**src/design/ras_params.svh**
```systemverilog
// Constants of the return address stack: offsets, field positions, reset values and vectors.
// Assumes inclusion by bare name from the design and bench files.
`ifndef RAS_PARAMS_SVH
`define RAS_PARAMS_SVH
// ----------------------------------------
// Register byte offsets on the APB
// ----------------------------------------
`define RAS_OFF_PTR      8'h00
`define RAS_OFF_TOP_U    8'h04
`define RAS_OFF_TOP_H    8'h08
`define RAS_OFF_TOP_L    8'h0c
// ----------------------------------------
// Pointer register fields and reset values
// ----------------------------------------
`define RAS_FULL_BIT     7
`define RAS_UNDER_BIT    6
`define RAS_PTR_RST      5'h00
`define RAS_PTR_LAST     5'h1f
`define RAS_PTR_PREFULL  5'h1e
`define RAS_PC_RST       21'h000000
// ----------------------------------------
// Program counter vectors and step
// ----------------------------------------
`define RAS_VEC_RESET    21'h000000
`define RAS_VEC_HIGH     21'h000008
`define RAS_VEC_LOW      21'h000018
`define RAS_PC_STEP      21'h000002
`endif

```
**src/design/ras_pkg.sv**
```systemverilog
// Types shared by the return address stack modules.
// Assumes nothing of its surroundings.
package ras_pkg;
  // Request from the instruction sequencer, one cycle per operation
  typedef struct packed {
    logic        call_push;  // Absolute or relative call
    logic        irq_push;   // Interrupt acknowledged
    logic        irq_high;   // Acknowledged interrupt is high priority
    logic        wake_irq;   // Interrupt wake-up from sleep
    logic        gie_high;   // global_enable_high_priority
    logic        gie_low;    // global_enable_low_priority
    logic        ret_pop;    // Return, return_with_literal or return_from_interrupt
    logic        push_inst;  // Push instruction
    logic        pop_inst;   // Pop instruction
    logic [20:0] pc;         // Current program counter
  } ras_seq_req_t;

  // Pointer register image
  typedef struct packed {
    logic       stack_full_flag;
    logic       stack_underflow_flag;
    logic       zero;
    logic [4:0] ptr;
  } ras_ptr_reg_t;
endpackage : ras_pkg

```
**src/design/ras_entry.sv**
```systemverilog
// One 21-bit stack entry with per-byte write enables.
// Assumes a single synchronous clock and an asynchronous high reset.
`timescale 1ns/10ps
module ras_entry #(
  parameter int W = 21
) (
  input  wire logic         ref_clk_i,
  input  wire logic         rst_i,
  input  wire logic [2:0]   we_i,
  input  wire logic [W-1:0] d_i,
  output logic      [W-1:0] q_o
);
  always_ff @(posedge ref_clk_i or posedge rst_i)
  begin
    if (rst_i)
    begin
      q_o <= '0;
    end
    else
    begin
      for (int b = 0; b < 3; b++)
      begin
        for (int k = 0; k < 8; k++)
        begin
          if (we_i[b] && (b * 8 + k) < W)
          begin
            q_o[b * 8 + k] <= d_i[b * 8 + k];
          end
        end
      end
    end
  end
endmodule : ras_entry

```
**src/design/ras_apb_slave.sv**
```systemverilog
// APB slave front end: zero-wait answer, registered read data and error.
// Assumes the owner supplies read data and a hit flag decoded from paddr_i.
`timescale 1ns/10ps
module ras_apb_slave (
  input  wire logic        ref_clk_i,
  input  wire logic        rst_i,
  input  wire logic        psel_i,
  input  wire logic        penable_i,
  input  wire logic        pwrite_i,
  input  wire logic [31:0] rd_data_i,
  input  wire logic        hit_i,
  output logic             pready_o,
  output logic             pslverr_o,
  output logic      [31:0] prdata_o,
  output logic             wr_stb_o
);
  logic setup;

  assign setup    = psel_i && !penable_i;
  // Write commits only at the completing edge
  assign wr_stb_o = psel_i && penable_i && pready_o && pwrite_i && hit_i;

  // Read data is captured at the setup edge; one access cycle follows
  always_ff @(posedge ref_clk_i or posedge rst_i)
  begin
    if (rst_i)
    begin
      pready_o  <= 1'b0;
      pslverr_o <= 1'b0;
      prdata_o  <= 32'h00000000;
    end
    else
    begin
      pready_o  <= setup;
      pslverr_o <= setup && !hit_i;
      prdata_o  <= (setup && !pwrite_i && hit_i) ? rd_data_i : 32'h00000000;
    end
  end
endmodule : ras_apb_slave

```
**src/design/ras_top.sv**
```systemverilog
// Return address stack of the core: 31 x 21-bit entries, pointer, flags and APB registers.
// Assumes the sequencer raises at most one operation per cycle, synchronous to ref_clk_i.
`timescale 1ns/10ps
`include "ras_params.svh"
module ras_top #(
  parameter int DEPTH      = 31,
  parameter int IMPL_BYTES = 32768
) (
  input  wire logic                 ref_clk_i,
  input  wire logic                 rst_i,
  input  wire logic                 core_reset_i,
  input  wire logic                 fault_reset_enable_i,
  input  wire ras_pkg::ras_seq_req_t seq_req_i,
  input  wire logic [20:0]          fetch_addr_i,
  input  wire logic [15:0]          fetch_word_i,
  input  wire logic                 psel_i,
  input  wire logic                 penable_i,
  input  wire logic                 pwrite_i,
  input  wire logic [7:0]           paddr_i,
  input  wire logic [31:0]          pwdata_i,
  output logic      [31:0]          prdata_o,
  output logic                      pready_o,
  output logic                      pslverr_o,
  output logic                      pc_load_valid_o,
  output logic      [20:0]          pc_load_o,
  output logic                      stack_reset_o,
  output logic      [15:0]          fetch_word_o
);
  localparam logic [21:0] IMPL_LIM = 22'(IMPL_BYTES);

  logic [4:0]  ptr;
  logic        full_flag;
  logic        under_flag;
  logic [20:0] ent_q [0:DEPTH];
  logic [20:0] top;
  logic        push_any;
  logic        pop_any;
  logic        wake_ok;
  logic [4:0]  next_ptr;
  logic        hw_we;
  logic [20:0] hw_data;
  logic        set_full;
  logic        set_under;
  logic        fault;
  logic        wr_stb;
  logic        hit;
  logic [31:0] rd_data;
  logic        sw_ptr_wr;
  logic [2:0]  sw_lane;
  ras_pkg::ras_ptr_reg_t ptr_img;

  // ----------------------------------------
  // Stack storage
  // ----------------------------------------
  // Index zero is no storage, only the empty mark
  assign ent_q[0] = `RAS_PC_RST;
  for (genvar i = 1; i <= DEPTH; i++)
  begin : g_ent
    logic [2:0] we;
    assign we = (hw_we && next_ptr_tgt(ptr) == 5'(i)) ? 3'h7 :
                (!hw_we && ptr == 5'(i)) ? sw_lane : 3'h0;
    ras_entry #(.W(21)) u_ent (
      .ref_clk_i (ref_clk_i),
      .rst_i     (rst_i),
      .we_i      (we),
      .d_i       (hw_we ? hw_data : {pwdata_i[4:0], pwdata_i[7:0], pwdata_i[7:0]}),
      .q_o       (ent_q[i])
    );
  end

  function automatic logic [4:0] next_ptr_tgt(input logic [4:0] p);
    next_ptr_tgt = 5'(p + 5'h01);
  endfunction : next_ptr_tgt

  assign top = ent_q[ptr];

  // ----------------------------------------
  // Operation decode
  // ----------------------------------------
  assign wake_ok  = seq_req_i.wake_irq && (seq_req_i.gie_high || seq_req_i.gie_low);
  assign push_any = seq_req_i.call_push || seq_req_i.irq_push || wake_ok || seq_req_i.push_inst;
  assign pop_any  = seq_req_i.ret_pop || seq_req_i.pop_inst;

  // Hardware operations win over a software pointer write in the same cycle
  always_comb
  begin
    next_ptr  = ptr;
    hw_we     = 1'b0;
    hw_data   = seq_req_i.pc;
    set_full  = 1'b0;
    set_under = 1'b0;
    fault     = 1'b0;
    if (core_reset_i)
    begin
      next_ptr = `RAS_PTR_RST;
    end
    else if (push_any)
    begin
      if (ptr == `RAS_PTR_LAST)
      begin
        set_full = 1'b1;
      end
      else
      begin
        hw_we    = 1'b1;
        next_ptr = 5'(ptr + 5'h01);
        if (ptr == `RAS_PTR_PREFULL)
        begin
          set_full = 1'b1;
          if (fault_reset_enable_i)
          begin
            hw_data  = 21'(seq_req_i.pc + `RAS_PC_STEP);
            next_ptr = `RAS_PTR_RST;
            fault    = 1'b1;
          end
        end
      end
    end
    else if (pop_any)
    begin
      if (ptr == `RAS_PTR_RST)
      begin
        set_under = 1'b1;
        fault     = fault_reset_enable_i;
      end
      else
      begin
        next_ptr = 5'(ptr - 5'h01);
      end
    end
    else if (sw_ptr_wr)
    begin
      next_ptr = pwdata_i[4:0];
    end
  end

  // ----------------------------------------
  // Pointer and flags
  // ----------------------------------------
  always_ff @(posedge ref_clk_i or posedge rst_i)
  begin
    if (rst_i)
    begin
      ptr <= `RAS_PTR_RST;
    end
    else
    begin
      ptr <= next_ptr;
    end
  end

  // Power-on reset or a software pointer write with the bit low clears a flag, core reset does not; set wins over a software clear
  always_ff @(posedge ref_clk_i or posedge rst_i)
  begin
    if (rst_i)
    begin
      full_flag  <= 1'b0;
      under_flag <= 1'b0;
    end
    else
    begin
      if (sw_ptr_wr && !pwdata_i[`RAS_FULL_BIT])
      begin
        full_flag <= 1'b0;
      end
      if (sw_ptr_wr && !pwdata_i[`RAS_UNDER_BIT])
      begin
        under_flag <= 1'b0;
      end
      if (set_full)
      begin
        full_flag <= 1'b1;
      end
      if (set_under)
      begin
        under_flag <= 1'b1;
      end
    end
  end

  // ----------------------------------------
  // Program counter load and fault reset
  // ----------------------------------------
  // Latch registers of the PC are outside this block and never driven here
  always_ff @(posedge ref_clk_i or posedge rst_i)
  begin
    if (rst_i)
    begin
      pc_load_valid_o <= 1'b0;
      pc_load_o       <= `RAS_PC_RST;
      stack_reset_o   <= 1'b0;
    end
    else
    begin
      pc_load_valid_o <= 1'b0;
      stack_reset_o   <= fault;
      if (core_reset_i)
      begin
        pc_load_o <= `RAS_PC_RST;
      end
      else if (push_any && (seq_req_i.irq_push || wake_ok))
      begin
        pc_load_valid_o <= 1'b1;
        pc_load_o       <= seq_req_i.irq_high ? `RAS_VEC_HIGH : `RAS_VEC_LOW;
      end
      else if (!push_any && seq_req_i.ret_pop)
      begin
        pc_load_valid_o <= 1'b1;
        pc_load_o       <= (ptr == `RAS_PTR_RST) ? `RAS_VEC_RESET : top;
      end
    end
  end

  // ----------------------------------------
  // Program fetch guard
  // ----------------------------------------
  always_ff @(posedge ref_clk_i or posedge rst_i)
  begin
    if (rst_i)
    begin
      fetch_word_o <= 16'h0000;
    end
    else
    begin
      fetch_word_o <= ({1'b0, fetch_addr_i} >= IMPL_LIM) ? 16'h0000 : fetch_word_i;
    end
  end

  // ----------------------------------------
  // Register access
  // ----------------------------------------
  assign ptr_img = '{stack_full_flag: full_flag, stack_underflow_flag: under_flag, zero: 1'b0, ptr: ptr};
  assign sw_ptr_wr = wr_stb && paddr_i == `RAS_OFF_PTR;
  assign sw_lane   = {wr_stb && paddr_i == `RAS_OFF_TOP_U,
                      wr_stb && paddr_i == `RAS_OFF_TOP_H,
                      wr_stb && paddr_i == `RAS_OFF_TOP_L};

  always_comb
  begin
    hit     = 1'b1;
    rd_data = 32'h00000000;
    case (paddr_i)
      `RAS_OFF_PTR:   rd_data = {24'h000000, ptr_img};
      `RAS_OFF_TOP_U: rd_data = {27'h0000000, top[20:16]};
      `RAS_OFF_TOP_H: rd_data = {24'h000000, top[15:8]};
      `RAS_OFF_TOP_L: rd_data = {24'h000000, top[7:0]};
      default:        hit     = 1'b0;
    endcase
  end

  ras_apb_slave u_apb (
    .ref_clk_i (ref_clk_i),
    .rst_i     (rst_i),
    .psel_i    (psel_i),
    .penable_i (penable_i),
    .pwrite_i  (pwrite_i),
    .rd_data_i (rd_data),
    .hit_i     (hit),
    .pready_o  (pready_o),
    .pslverr_o (pslverr_o),
    .prdata_o  (prdata_o),
    .wr_stb_o  (wr_stb)
  );
endmodule : ras_top

```
**config.mk**
```make
export PLATFORM = sky130hd
export DESIGN_NAME = ras_top
export DESIGN_NICKNAME = d
export VERILOG_FILES = /design/src/design/ras_pkg.sv /design/src/design/ras_entry.sv /design/src/design/ras_apb_slave.sv /design/src/design/ras_top.sv
export VERILOG_INCLUDE_DIRS = /design/src /design/src/design
export SDC_FILE = /design/constraint.sdc
export NUM_CORES = 2
export LEC_CHECK = 0
export ABC_CLOCK_PERIOD_IN_PS = 19740
export BUFFER_PORTS_ARGS = -buffer_cell sky130_fd_sc_hd__buf_2
export CORE_MARGIN = 2
export CORE_UTILIZATION = 55
export DETAILED_ROUTE_END_ITERATION = 8
export PLACE_DENSITY = 0.79
export SETUP_SLACK_MARGIN = 0.3
export SKIP_LAST_GASP = 1
export SYNTH_ARGS = -nofsm -noshare
export SYNTH_HDL_FRONTEND = slang
export SYNTH_SLANG_ARGS = --single-unit
```
**constraint.sdc**
```tcl
create_clock -name ref_clk_i -period 19.74 [get_ports ref_clk_i]
set_input_delay 0 -clock ref_clk_i [delete_from_list [all_inputs] [get_ports ref_clk_i]]
set_output_delay 0 -clock ref_clk_i [all_outputs]
set_load 0.05 [all_outputs]
```
# Word level (Yosys, flattened, before mapping)

Index checks and enable logic that the tools add are counted.
Widths: inputs -> output; s select.

Flip-flop bits (word level): 731
Input bits: 114
Output and inout bits: 73
Logic and storage cells: 389

Add/sub/neg operators: 3
Magnitude comparators: 2
Eq/ne operators: 67
Mux-type cells: 113
Bitwise logic cells: 1
Reductions and logical operators: 100

Operators with widths:

| operator              | count |
|---|---|
| $mux 21               | 12 |
| $mux 3                | 62 |
| $eq 5x5->1 const B    | 32 |
| $bmux 21 s5           | 1 |
| $eq 5x4->1 const B    | 16 |
| $logic_and 1x1->1     | 79 |
| $mux 5                | 9 |
| $eq 5x3->1 const B    | 8 |
| $pmux 8 s4            | 1 |
| $mux 1                | 26 |
| $add 21x2->21 const B | 1 |
| $ge 21x16->1 const B  | 1 |
| $eq 5x2->1 const B    | 4 |
| $eq 8x4->1 const B    | 2 |
| $mux 16               | 1 |
| $eq 5x1->1 const B    | 2 |
| $eq 8x3->1 const B    | 1 |
| $logic_not 8->1       | 1 |
| $mux 8                | 1 |
| $logic_not 1->1       | 7 |
| $ge 6x6->1 const B    | 1 |
| $logic_or 1x1->1      | 6 |
| $not 5->6             | 1 |
| $add 5x1->5 const B   | 1 |
| other kinds (9)       | 10 |

# Longest topological paths before layout

Word-level depth: 10
Mapped depth: 16
Mapped depth without buffers: 8

# Cells and area by module

A second synthesis with hierarchy kept.

Cell total of the unflattened synthesis: 2503
Area total of the unflattened synthesis: 36683.9 um2

Modules (own cells, without submodules):

| module        | instances | cells each | area each (um2) | sequential area each (um2) |
|---|---|---|---|---|
| ras_entry     | 31        | 45         | 848.3           | 525.5 |
| ras_top       | 1         | 1032       | 9245.1          | 1151.1 |
| ras_apb_slave | 1         | 76         | 1141.1          | 850.8 |

# Worst setup path after synthesis

Ideal clock, no wire load.

Path type: reg2reg
Start: reg ptr[2]
End: reg g_ent[5].u_ent.q_o[10]
Setup time: 0.125 ns
Arrival: 4.002 ns
Required time: 19.615 ns
Setup slack: 15.613 ns
Stages on the path, launching flop included: 14
Buffers on the path: 6
Clock period less this slack: 4.127 ns
Path through: dfrtp_1 > clkbuf_1 > clkbuf_1 > clkbuf_1 > clkbuf_1 > buf_1 > and3_1 > ha_1 > a311oi_1 > clkbuf_1 > and2_0 > and3_1 > a31oi_1 > mux2_2

Cells in the longest elaborated chain, start to end: 8
Elaborated cells on any way between the ends: 18
Classes of those cells: 1 x add/sub; 4 x eq/ne; 10 x mux; 3 x reduce/logical

RTL lines:

| what                          | line            | text |
|---|---|---|
| start, declared               | ras_top.sv:31   | `logic [4:0] ptr;` |
| start signal, assigned        | ras_top.sv:144  | `` ptr <= `RAS_PTR_RST; `` |
| start signal, assigned        | ras_top.sv:148  | `ptr <= next_ptr;` |
| $eq 5x5->1 (no line)          | --              |  |
| $mux 1                        | ras_top.sv:99   | `` if (ptr == `RAS_PTR_LAST) `` |
| $mux 1                        | ras_top.sv:97   | `else if (push_any)` |
| $mux 1                        | ras_top.sv:93   | `if (core_reset_i)` |
| $logic_not 1->1               | ras_top.sv:61   | `(!hw_we && ptr == 5'(i)) ? sw_lane : 3'h0;` |
| $logic_and 1x1->1             | ras_top.sv:61   |  |
| $mux 3                        | ras_top.sv:61   |  |
| $mux 3                        | ras_top.sv:60   | `assign we = (hw_we && next_ptr_tgt(ptr) == 5'(i)) ? 3'h7 :` |
| end signal, assigned by index | ras_entry.sv:27 | `q_o[b * 8 + k] <= d_i[b * 8 + k];` |
| end, declared                 | ras_entry.sv:11 | `output logic [W-1:0] q_o` |

Parallel ways exist; a longest one is shown, timed or not.
A chain may end at the register's enable or synchronous reset.

# Worst setup path after layout

Start: reg ptr[1]
End: reg u_apb.prdata_o[3]

Cells in the longest elaborated chain, start to end: 6

RTL lines:

| what                                        | line                | text |
|---|---|---|
| $not 5->6 (implied by the code)             | ras_top.sv:75       | `assign top = ent_q[ptr];` |
| $bmux 21 s5                                 | ras_top.sv:75       |  |
| $mux 21 (implied by the code) (2 in series) | ras_top.sv:75       |  |
| $pmux 8 s4                                  | ras_top.sv:242      | `case (paddr_i)` |
| $mux 8                                      | ras_apb_slave.sv:36 | `prdata_o <= (setup && !pwrite_i && hit_i) ? rd_data_i : 32'h00000000;` |
| end signal, assigned                        | ras_apb_slave.sv:36 |  |
| end, declared                               | ras_apb_slave.sv:14 | `output logic [31:0] prdata_o,` |

No other way between the ends. The select of a mux whose other input is x is not followed.

==> impl_metrics.py <==
metrics = {
    "pwr": {
        "comb_power_share": 0.192,
        "leakage_nw": 17.6,
        "sw_frac_of_total": 0.281,
        "peakVddDrop_v": 0.0000819,
        "clkPwrFrac": 0.347,
        "p_switching_mw": 1.12,
        "p_int_mw": 2.86,
        "p_seq_frac": 0.461,
        "powerDensity_nw_per_um2": 104,
    },
    "global_routing": {
        "grt_pass1_wl_um": 150000,
        "antenna_found_initial": 3,
        "grt-ovfl-total": 0,
        "grt_pass1_vias": 24100,
        "grt_usage": 0.316,
        "grt_max_degree": 204,
    },
    "place": {
        "placed_area_sq_um": 35200,
        "portBuffers": 123,
        "routabilityCongestion": 0.925,
        "dp.cells": 3259,
        "place_hpwl_um": 63800,
    },
    "critical_path": {
        "critPathMaxFanout": 47,
        "start_kind": "flop",
        "worstPathArrival_ps": 6590,
        "worstPathRequired_ps": 20260,
        "crit_type": "flop to flop",
        "critPathCaptureType": "flop",
    },
    "floorplan": {
        "die_area_sq_um": 63400,
        "fp-row-count": 90,
        "die_h_um": 252,
        "initial_core_util": 0.557,
        "die_w_um": 252,
        "coreArea_sq_um": 60600,
        "io_pins": 187,
    },
    "logic_synthesis": {
        "yosysWarnings": 0,
        "synth_cell_types": 75,
        "avgSynthCellArea_sq_um": 13.7,
        "synth.yosys.seq_area_share": 0.524,
        "ys_ff_latch": 707,
        "syn_area_sq_um": 33800,
        "synthCells": 2462,
        "synth_edf_count": 0,
        "synthArstFlopShare": 1.00,
        "synth_ff_type": "dfrtp_1",
    },
    "cts": {
        "ctsResizeCount": 0,
        "clkSinkCount": 707,
        "clk_pin_slew_worst_paths_ps": 60,
        "htreeDepth": 3,
        "clk_latency_ps": 640,
        "numCtsBuffers": 74,
        "cts_tree": "built",
        "cts_root_buf": "clkbuf_16",
        "clk_path_buf_depth": 3,
    },
    "route": {
        "ant_nets": 0,
        "drtPass1Iterations": 7,
        "drcViolationCount": 0,
        "via_per_inst": 6.60,
        "drt_iter0_markers": 2319,
        "vias": 22900,
        "routed_wl_um": 98400,
        "wl_per_cell_um": 28.4,
    },
    "hold_path": {
        "min_path_type": "input pin to asynchronous set/reset pin",
    },
    "sta": {
        "post-route-min-period_ps": 6080,
        "slew_headroom": 0.0133,
        "clock_skew_ps": 34.2,
        "fmax_mhz": 165,
        "final.setup.tns_ps": 0,
        "holdWs_ps": 54.0,
        "drv_slew": 0,
        "worst_pin_slew_ps": 1480,
        "hold_violations": 0,
        "rsz0062_at_grt": "false",
        "fin_crit_sh": 0.308,
        "setup_viol": 0,
    },
    "status": {
        "outcome": "finished, violations left",
        "failed_checks": "capacitance limit",
    },
    "finish": {
        "fillerInstances": 4329,
        "drive_gt1_frac": 0.421,
        "finish.instance_area_sq_um": 38300,
        "syn2layout_area_growth_pct": 13.4,
        "nNetsFinal": 2747,
        "utilization": 0.632,
        "final_cells": 3464,
    },
    "job": {
        "drv_cap": 1,
    },
}
==> power by group through the flow <==
stage	combinational, mW	clock, mW	sequential [mW]
6_report	0.763	1.38	1.83
5_1_grt	0.807	1.45	1.86
4_1_cts	0.753	1.39	1.83
3_5_place_dp	0.735	0	1.85
3_3_place_gp	0.707	0	1.82
2_1_floorplan	0.551	0	1.81
==> cell type report <==
type,instances,area (sq um),area share
clock inverter,27,265,0.00693
inverter,12,48.8,0.00127
tap,782,978,0.0256
timing repair buffer,265,1870,0.0489
antenna,1,2.50,0.0000653
sequential,707,17700,0.462
multi-input combinational,1565,15300,0.400
clock buffer,105,2100,0.0549
==> synth_stat cells (all sizes together) (8+ instances only) <==
library cell,count,share of area
o22ai,42,0.0078
nand3,34,0.0050
mux4,103,0.069
nor3,31,0.0049
inv,11,0.0012
clkbuf,123,0.014
a31oi,34,0.0099
a22o,11,0.0029
a221oi,8,0.0021
nand2b,10,0.0019
mux2,664,0.22
a21oi,52,0.0079
a211o,8,0.0021
nand2,80,0.0089
mux2i,119,0.035
o221ai,11,0.0029
nor2,53,0.0059
xnor2,18,0.0047
nor2b,15,0.0028
buf,78,0.013
o21ai,84,0.015
and2,20,0.0037
or3,9,0.0017
ha,8,0.0030
dfrtp,707,0.52
and3,19,0.0035
a32oi,9,0.0023
==> worst max-delay path: stages (launching register included) <==
cell	delay, ps
dfrtp_4	930
buf_4	740
buf_4	730
buf_4	800
mux4_2	430
a22o_1	240
nor4_1	590
o21bai_1	410
nand2b_1	230
o211ai_1	110
dlygate4sd3_1	600
==> metrics by stage <==
step	setup WS, ps	total power [mW]
floorplan	10060	2.36
global placement	14390	2.53
detailed placement	14370	2.59
CTS	13860	3.97
global route	13490	4.11
finish	13660	3.97
==> cells in the final DEF, fill, tap and decap left out, types with 34 or more instances in the layout <==
master / n
nand3_1: 34
o22ai_1: 42
dlygate4sd3_1: 72
nand2_1: 80
mux2i_1: 119
o21ai_0: 42
dfrtp_1: 703
buf_4: 69
nor2_1: 51
clkbuf_16: 77
mux2_2: 652
buf_2: 123
mux4_2: 103
==> cell families (layout without fill, tap and decap cells) <==
family                   count (synthesis)  in the layout  share of synthesized area
buffers and inverters                  213            409                     0.0282
AO/OA/AOI/OAI                          323            323                     0.0688
adder cells (fa/ha/maj)                  8              8                    0.00296
multiplexers                           886            886                      0.325
XOR/XNOR                                20             20                    0.00519
other                                    1             25                   0.000111
flip-flops                             707            707                      0.524
AND/OR/NAND/NOR                        304            304                     0.0454
==> routing by layer <==
metal / up-vias / routed length (um) / global-route usage
li1: 9469 / - / -
met2: 1150 / 46300 / 0.499
met4: 6 / 5360 / 0.162
met3: 338 / 8660 / 0.0691
met5: - / 36 / 0
met1: 11900 / 38000 / 0.415
==> path summary, 6_finish.rpt <==
| check | start | to | cells after the start | slack (ps) |
|---|---|---|---|---|
| worst max-delay path | ptr[1]$_DFFE_PP0P_ | u_apb.prdata_o[3]$_DFF_PP0_ | 10 | 13660 |
| worst min-delay path | rst_i | g_ent[4].u_ent.q_o[20]$_DFFE_PP0P_ | 3 | 50 |
| worst max register to register | ptr[1]$_DFFE_PP0P_ | u_apb.prdata_o[3]$_DFF_PP0_ | 10 | 13660 |
| worst min register to register | g_ent[9].u_ent.q_o[5]$_DFFE_PP0P_ | g_ent[9].u_ent.q_o[5]$_DFFE_PP0P_ | 1 | 490 |
| max in group asynchronous | rst_i | g_ent[20].u_ent.q_o[13]$_DFFE_PP0P_ | 6 | 16200 |
| min in group ref_clk_i | paddr_i[0] | u_apb.prdata_o[1]$_DFF_PP0_ | 5 | 80 |
==> sequential cells by signal (all words and copies together), names as in the netlist <==
| signal | flops |
|---|---|
| stack_reset_o | 1 |
| pc_load_o | 21 |
| u_apb.pready_o | 1 |
| u_apb.pslverr_o | 1 |
| fetch_word_o | 16 |
| pc_load_valid_o | 1 |
| u_apb.prdata_o | 8 |
| full_flag | 1 |
| ptr | 5 |
| under_flag | 1 |
| g_ent.u_ent.q_o | 651 |
==> what timing repair did <==
item,CTS,global route
endpoints found under the hold margin,71,0
hold buffers,72,0
buffers inserted,0,0
Power figures use the tool's default switching activity.
